[config.mk]
export PLATFORM = sky130hd
export DESIGN_NAME = sgc_global_regs
export DESIGN_NICKNAME = d
export VERILOG_FILES = /design/src/hdl/sgc_pkg.sv /design/src/hdl/sgc_purge_if.sv /design/src/hdl/sgc_global_regs.sv /design/src/hdl/sgc_purge_walker.sv
export VERILOG_INCLUDE_DIRS = /design/src /design/src/hdl
export SDC_FILE = /design/constraint.sdc
export NUM_CORES = 1
export LEC_CHECK = 0
export BUFFER_PORTS_ARGS = -buffer_cell sky130_fd_sc_hd__buf_4
export CAP_MARGIN = 20
export CORE_AREA = 4 4 69 71
export CTS_BUF_LIST = sky130_fd_sc_hd__clkbuf_8
export DETAILED_ROUTE_END_ITERATION = 7
export DIE_AREA = 0 0 73 75
export PLACE_DENSITY = 0.73
export SETUP_SLACK_MARGIN = 0.2
export SYNTH_ARGS = -nofsm -noshare
export SYNTH_HDL_FRONTEND = slang
export SYNTH_SLANG_ARGS = --single-unit
[constraint.sdc]
create_clock -name mclk -period 2 [get_ports mclk]
set_input_delay 0.1 -clock mclk [delete_from_list [all_inputs] [get_ports mclk]]
set_output_delay 0.1 -clock mclk [all_outputs]
set_load 0.02 [all_outputs]
[src/hdl/sgc_params.svh]
`ifndef SGC_PARAMS_SVH
`define SGC_PARAMS_SVH

// ---------------------------------------------------------------
// register offsets
// ---------------------------------------------------------------
`define SGC_OFS_PRODUCT_LINE 8'h00
`define SGC_OFS_PART_RUN     8'h01
`define SGC_OFS_GCTRL_FIRST  8'h02

// ---------------------------------------------------------------
// field positions
// ---------------------------------------------------------------
`define SGC_BIT_RUN          0
`define SGC_BIT_ALT_BACKOFF  7
`define SGC_BIT_SOFT_RESET   6
`define SGC_BIT_PURGE        5
`define SGC_STEP_LSB         1
`define SGC_PART_LSB         4

// ---------------------------------------------------------------
// reset values
// ---------------------------------------------------------------
`define SGC_RST_RUN          1'h1
`define SGC_RST_ALT_BACKOFF  1'h0
`define SGC_RST_SOFT_RESET   1'h0
`define SGC_RST_PURGE        1'h0

// ---------------------------------------------------------------
// identity defaults, values arbitrary
// ---------------------------------------------------------------
`define SGC_ID_PRODUCT_LINE  8'h5a
`define SGC_ID_PART          4'h3
`define SGC_ID_STEP          3'h1

// ---------------------------------------------------------------
// table defaults
// ---------------------------------------------------------------
`define SGC_TABLE_DEPTH      1024
`define SGC_NUM_PORTS        4

`endif

[src/hdl/sgc_pkg.sv]
`default_nettype none

package sgc_pkg;

   typedef enum logic [1:0]
   {
      SGC_IDLE   = 2'b00,
      SGC_ISSUE  = 2'b01,
      SGC_CHECK  = 2'b10,
      SGC_FINISH = 2'b11
   } sgc_purge_state_type;

endpackage

`default_nettype wire

[src/hdl/sgc_purge_if.sv]
`timescale 1ns/100ps
`default_nettype none

// ---------------------------------------------------------------
// control link between register bank and purge walker
// ---------------------------------------------------------------
interface sgc_purge_if;
   logic start;
   logic hold;
   logic busy;
   logic done;

   modport ctl
   (
      output start,
      output hold,
      input  busy,
      input  done
   );

   modport eng
   (
      input  start,
      input  hold,
      output busy,
      output done
   );
endinterface

`default_nettype wire

[src/hdl/sgc_global_regs.sv]
`timescale 1ns/100ps
`default_nettype none
`include "sgc_params.svh"

// What this block does
// - run bit one runs switching, resets one
// - bit seven selects alternative back-off algorithm
// - soft reset bit holds machines, datapath reset
// - soft reset drops reception, configuration kept
// - writing purge bit starts learned table purge
// - purge bit clears itself when purge done
// - purge removes only learning-disabled ports' entries
module sgc_global_regs
#(
   parameter int         DEPTH        = `SGC_TABLE_DEPTH,
   parameter int         NPORTS       = `SGC_NUM_PORTS,
   parameter logic [7:0] PRODUCT_LINE = `SGC_ID_PRODUCT_LINE,
   parameter logic [3:0] PART         = `SGC_ID_PART,
   parameter logic [2:0] STEP         = `SGC_ID_STEP,
   parameter int         IW           = $clog2(DEPTH),
   parameter int         PW           = $clog2(NPORTS)
)
(
   input  wire logic              mclk,
   input  wire logic              rstn,
   input  wire logic [7:0]        reg_addr,
   input  wire logic              reg_wr,
   input  wire logic              reg_rd,
   input  wire logic [7:0]        reg_wdata,
   output logic      [7:0]        reg_rdata,
   output logic                   switch_run,
   output logic                   rx_enable,
   output logic                   backoff_alt,
   output logic                   datapath_hold,
   output logic                   purge_busy,
   input  wire logic [NPORTS-1:0] port_learn_off,
   input  wire logic              tbl_entry_valid,
   input  wire logic [PW-1:0]     tbl_entry_port,
   output logic      [IW-1:0]     tbl_index,
   output logic                   tbl_clear,
   output logic      [IW-1:0]     tbl_clear_index
);

   logic run;
   logic alt_backoff;
   logic soft_reset;
   logic purge_req;

   sgc_purge_if pif ();

   // ---------------------------------------------------------------
   // address decode
   // ---------------------------------------------------------------
   wire logic sel_id    = (reg_addr == `SGC_OFS_PRODUCT_LINE);
   wire logic sel_part  = (reg_addr == `SGC_OFS_PART_RUN);
   wire logic sel_gctrl = (reg_addr == `SGC_OFS_GCTRL_FIRST);
   wire logic wr_part   = reg_wr && sel_part;
   wire logic wr_gctrl  = reg_wr && sel_gctrl;

   // identification bits are constants, so writes have nothing to land in
   wire logic [7:0] rd_id    = PRODUCT_LINE;
   wire logic [7:0] rd_part  = {PART, STEP, run};
   wire logic [7:0] rd_gctrl = {alt_backoff, soft_reset, purge_req, 5'h00};
   wire logic [7:0] next_rdata = sel_id    ? rd_id
                               : sel_part  ? rd_part
                               : sel_gctrl ? rd_gctrl
                               : 8'h00;

   // ---------------------------------------------------------------
   // next values
   // ---------------------------------------------------------------
   wire logic next_run        = wr_part ? reg_wdata[`SGC_BIT_RUN] : run;
   wire logic next_alt        = wr_gctrl ? reg_wdata[`SGC_BIT_ALT_BACKOFF] : alt_backoff;
   wire logic next_soft_reset = wr_gctrl ? reg_wdata[`SGC_BIT_SOFT_RESET] : soft_reset;
   wire logic purge_write     = wr_gctrl && reg_wdata[`SGC_BIT_PURGE];
   // a new write wins over the self clear so a late request is not lost
   wire logic next_purge      = purge_write ? 1'b1 : (pif.done ? 1'b0 : purge_req);

   assign pif.start = purge_req && !pif.busy && !pif.done;
   assign pif.hold  = soft_reset;

   // ---------------------------------------------------------------
   // configuration, only chip reset touches it
   // ---------------------------------------------------------------
   always_ff @(posedge mclk)
   begin
      if (!rstn)
      begin
         run         <= `SGC_RST_RUN;
         alt_backoff <= `SGC_RST_ALT_BACKOFF;
         soft_reset  <= `SGC_RST_SOFT_RESET;
         purge_req   <= `SGC_RST_PURGE;
      end
      else
      begin
         run         <= next_run;
         alt_backoff <= next_alt;
         soft_reset  <= next_soft_reset;
         purge_req   <= next_purge;
      end
   end

   // ---------------------------------------------------------------
   // output flops
   // ---------------------------------------------------------------
   always_ff @(posedge mclk)
   begin
      if (!rstn)
      begin
         reg_rdata     <= 8'h00;
         switch_run    <= `SGC_RST_RUN;
         rx_enable     <= `SGC_RST_RUN;
         backoff_alt   <= `SGC_RST_ALT_BACKOFF;
         datapath_hold <= `SGC_RST_SOFT_RESET;
         purge_busy    <= 1'b0;
      end
      else
      begin
         if (reg_rd)
            reg_rdata <= next_rdata;
         switch_run    <= run;
         rx_enable     <= run && !soft_reset;
         backoff_alt   <= alt_backoff;
         datapath_hold <= soft_reset;
         purge_busy    <= purge_req;
      end
   end

   // the host must turn off learning everywhere for a full purge
   sgc_purge_walker
   #(
      .DEPTH  (DEPTH),
      .NPORTS (NPORTS)
   )
   u_walker
   (
      .mclk            (mclk),
      .rstn            (rstn),
      .pif             (pif),
      .port_learn_off  (port_learn_off),
      .tbl_entry_valid (tbl_entry_valid),
      .tbl_entry_port  (tbl_entry_port),
      .tbl_index       (tbl_index),
      .tbl_clear       (tbl_clear),
      .tbl_clear_index (tbl_clear_index)
   );
endmodule

`default_nettype wire

[src/hdl/sgc_purge_walker.sv]
`timescale 1ns/100ps
`default_nettype none
`include "sgc_params.svh"

module sgc_purge_walker
#(
   parameter int DEPTH  = `SGC_TABLE_DEPTH,
   parameter int NPORTS = `SGC_NUM_PORTS,
   parameter int IW     = $clog2(DEPTH),
   parameter int PW     = $clog2(NPORTS)
)
(
   input  wire logic              mclk,
   input  wire logic              rstn,
   sgc_purge_if.eng               pif,
   input  wire logic [NPORTS-1:0] port_learn_off,
   input  wire logic              tbl_entry_valid,
   input  wire logic [PW-1:0]     tbl_entry_port,
   output logic      [IW-1:0]     tbl_index,
   output logic                   tbl_clear,
   output logic      [IW-1:0]     tbl_clear_index
);

   sgc_pkg::sgc_purge_state_type state;
   sgc_pkg::sgc_purge_state_type next_state;

   wire logic           wrst      = !rstn || pif.hold;
   wire logic           last      = (tbl_index == IW'(DEPTH - 1));
   wire logic           port_off  = port_learn_off[tbl_entry_port];
   // learning ports keep their entries
   wire logic           match     = (state == sgc_pkg::SGC_CHECK) && tbl_entry_valid && port_off;
   wire logic [IW-1:0]  next_index = (state == sgc_pkg::SGC_IDLE) ? '0
                                   : (state == sgc_pkg::SGC_CHECK) ? tbl_index + IW'(1) : tbl_index;

   always_comb
   begin
      next_state = state;
      unique case (state)
         sgc_pkg::SGC_IDLE:   if (pif.start) next_state = sgc_pkg::SGC_ISSUE;
         sgc_pkg::SGC_ISSUE:  next_state = sgc_pkg::SGC_CHECK;
         sgc_pkg::SGC_CHECK:  next_state = last ? sgc_pkg::SGC_FINISH : sgc_pkg::SGC_ISSUE;
         sgc_pkg::SGC_FINISH: next_state = sgc_pkg::SGC_IDLE;
      endcase
   end

   // ---------------------------------------------------------------
   // walker registers, soft reset holds them idle
   // ---------------------------------------------------------------
   always_ff @(posedge mclk)
   begin
      if (wrst)
      begin
         state           <= sgc_pkg::SGC_IDLE;
         tbl_index       <= '0;
         tbl_clear       <= 1'b0;
         tbl_clear_index <= '0;
         pif.done        <= 1'b0;
         pif.busy        <= 1'b0;
      end
      else
      begin
         state           <= next_state;
         tbl_index       <= next_index;
         tbl_clear       <= match;
         tbl_clear_index <= tbl_index;
         pif.done        <= (state == sgc_pkg::SGC_FINISH);
         pif.busy        <= (next_state != sgc_pkg::SGC_IDLE);
      end
   end
endmodule

`default_nettype wire

==> flow_summary_export.csv <==
group,metric,value,unit
global_routing,grt_max_degree,19,
detailed_routing,via_per_inst,4.93,
floorplan,die_w,73,um
synth,ys_async_sr_fraction,0,%
sta,fin_crit_sh,77.9,%
final_layout,fin_cells,272,
floorplan,dieArea,5480,um^2
job,maxCapViolCount,0,
cts,cts-resized-gates,0,
synth,ys_top_cells_by_area,"dfxtp_1, and2_1, a21oi_1",
synth,synth-edff-count,0,
global_routing,grt_busiest_layer,"met2",
synth,netlist_area,1610,um^2
final_layout,n_fill_cell,428,
detailed_routing,wl,3530,um
worst_setup_path,cp-startpoint,"u_walker.tbl_index[0]",
sta,grt_setup_unrepaired,"no",
sta,fmax,642,MHz
worst_setup_path,cp-endpoint,"u_walker.state[1]",
final_layout,stdcell_area,2130,um^2
synth,yosys.area.top_type_share,49.8,%
sta,period_minus_slack,1.56,ns
global_routing,grt_use_met2,23.5,%
global_routing,antenna_found_initial,0,
floorplan,fp.dieH,75,um
detailed_routing,vias,1340,
pwr,cellPowerDensity,666,nW/um^2
sta,maxSlewHeadroom,64.1,%
worst_setup_path,cp_cell_sequence,"ha_1, nand3b_2, or4_4, a21oi_2",
pwr,p_leak,0.000924,uW
worst_setup_path,cp_data_required_time,2.22,ns
sta,finClkSkew,0.00395,ns
hold_path,hold_path.class,"in2reg",
worst_setup_path,critPathSlowestCell,"or4_4",
worst_setup_path,cp_max_fo,8,
global_routing,grt_pass1_wl,5710,um
detailed_routing,ant_nets,0,
place,place_inst,264,
floorplan,rows,24,
worst_setup_path,cpPeakStageDelay,0.52,ns
place,gp_congestion,0.796,
global_routing,gr-usage-all-layers,13.6,%
cts,cts_tree,"built",
floorplan,core-area,4230,um^2
synth,syn-num-nets,193,
synth,yosysWarnings,0,
status,status,"finished clean",
cts,htree_levels,2,
sta,finalSetupViolations,0,
cts,clk_pin_slew,0.07,ns
pwr,peakVddDrop,0.392,mV
cts,clock-sinks,40,
synth,synth-seq-cells,40,
floorplan,ioPinCount,61,
final_layout,syn2layout_area_growth,32.7,%
worst_setup_path,reg2reg_slack,0.44,ns
detailed_routing,drt_iter0_drc,51,
detailed_routing,drc,0,
synth,yosysSeqAreaShare,49.8,%
global_routing,met3_usage,4.54,%
sta,setup_tns,0,ns
final_layout,fin_nets,247,
detailed_routing,firstDrtPassIters,4,
synth,synth_ff_type,"dfxtp_1",
cts,cts_made_buffers,5,
cts,hold_buffers,0,
worst_setup_path,rr_startpoint,"u_walker.tbl_index[0]",
sta,worst_pin_slew,0.536,ns
worst_setup_path,cp.arrival,1.78,ns
worst_setup_path,reg2reg_to,"u_walker.state[1]",
global_routing,grt_pass1_vias,1263,
place,detailed_place_hpwl,2610,um
worst_setup_path,r2r_cells,4,
floorplan,start_util,37.9,%
worst_setup_path,end_kind,"flip-flop",
final_layout,drive_gt1_share,33.6,%
detailed_routing,wire_per_inst,13.0,um
cts,clk_path_buf_depth,2,
global_routing,grt-ovfl-total,0,
sta,hold_viol_final,0,
final_layout,fin_util,50.4,%
final_layout,register_area,801,um^2
synth,yosysUniqueCellTypes,40,
cts,cts-root-buf,"clkbuf_8",
place,placed_cell_area,2040,um^2
final_layout,diodes,0,
synth,avgSynthCellArea,9.74,um^2
sta,final-max-slew-violation-count,0,
worst_setup_path,critPathLaunchType,"flip-flop",
worst_setup_path,crit_type,"reg2reg",
synth,synth_top_area_cell,"dfxtp_1",
final_layout,multi_input_area,726,um^2
cts,worstSkewPairLatency,0.29,ns
cts,cts_setup_buffers,0,
place,port_buffers,55,
synth,synthCells,165,
global_routing,gr-usage-met1,15.8,%
worst max-delay path: cells and delay by family (launching register included):
| kind | cells | cell delay [ns] |
|---|---|---|
| simple gates | 2 | 0.69 |
| flops | 1 | 0.46 |
| fa+ha+maj | 1 | 0.22 |
| compound gates | 1 | 0.13 |
layout make-up:
| type | count | share of cell area, % |
|---|---|---|
| clock buffer | 6 | 3.87 |
| clock inverter | 2 | 0.528 |
| inverter | 7 | 1.23 |
| multi-input combinational | 109 | 34.0 |
| sequential | 40 | 37.6 |
| tap | 52 | 3.05 |
| timing repair buffer | 56 | 19.7 |
power breakdown:
part / leakage [uW] / internal [uW] / switching, uW
Sequential: 0.000322 / 796 / 0.280
Clock: 0.0000486 / 275 / 271
Combinational: 0.000553 / 41.9 / 34.8
Total: 0.000924 / 1110 / 306
how the worst min path moves through the flow:
| stage | startpoint | to | slack, ns | cells past startpoint |
|---|---|---|---|---|
| CTS | reg_wdata[0] | run | 0.05 | 3 |
| global placement | reg_wdata[0] | run | 0.35 | 3 |
| finish | reg_wdata[0] | run | 0.06 | 3 |
| detailed placement | reg_wdata[0] | run | 0.36 | 3 |
| global route | reg_wdata[6] | pif.hold | 0.07 | 3 |
| floorplan | reg_wdata[7] | alt_backoff | 0.24 | 2 |
metrics by stage:
step | setup slack, ns | hold WS (ns) | power, uW
floorplan | 0.436 | 0.239 | 848
global placement | 0.484 | 0.355 | 892
detailed placement | 0.463 | 0.362 | 892
CTS | 0.418 | 0.0542 | 1440
global route | 0.343 | 0.0747 | 1480
finish | 0.441 | 0.0614 | 1420
flip-flops by register name (all words and copies together) (netlist names):
name / count
alt_backoff: 1
backoff_alt: 1
datapath_hold: 1
pif.hold: 1
purge_busy: 1
purge_req: 1
reg_rdata: 6
run: 1
rx_enable: 1
switch_run: 1
u_walker.pif.busy: 1
u_walker.pif.done: 1
u_walker.state: 2
u_walker.tbl_clear: 1
u_walker.tbl_clear_index: 10
u_walker.tbl_index: 10
cell usage after synthesis, types with 2 or more instances:
library cell	count
nand4_1	8
clkbuf_1	4
or4_1	4
nor3b_1	2
buf_4	3
o31ai_1	5
nand3b_1	3
nor2b_1	6
or3_2	2
a21oi_1	10
a21boi_0	5
nor2_1	10
and3_1	2
dfxtp_1	40
nand2b_1	7
and2_1	9
o21ai_0	4
mux2i_1	3
inv_1	7
nand2_1	11
cell families (layout without fill, tap and decap cells):
group           Yosys count  in the layout  share of synthesized area [%]
compound gates           27             27                           10.6
xor+xnor                  1              1                          0.545
fa+ha+maj                 1              1                          0.779
buf+inv                  16             71                           4.98
flops                    40             40                           49.8
mux                       4              4                           3.27
other cells               1              1                          0.233
simple gates             75             75                           29.8
layout by cell type (no fill, tap or decap), types with 4 or more instances in the layout:
cell type  Yosys  layout
a21boi_0       5       5
nand2_1       11      11
a21oi_1       10      10
clkbuf_8       0       6
dfxtp_1       40      40
buf_4          3      56
nor2b_1        6       6
nand2b_1       7       7
or4_1          4       4
inv_1          7       8
nand4_1        8       8
o21ai_0        4       4
nor2_1        10      10
and2_1         9       9
o31ai_1        5       5
per-layer routing:
layer | vias up | share of wire [%]
met4 | 0 | 0.82
met2 | 43 | 49
met5 | - | 0
met1 | 614 | 43
li1 | 679 | -
met3 | 4 | 7.6
Power figures use the tool's default switching activity.
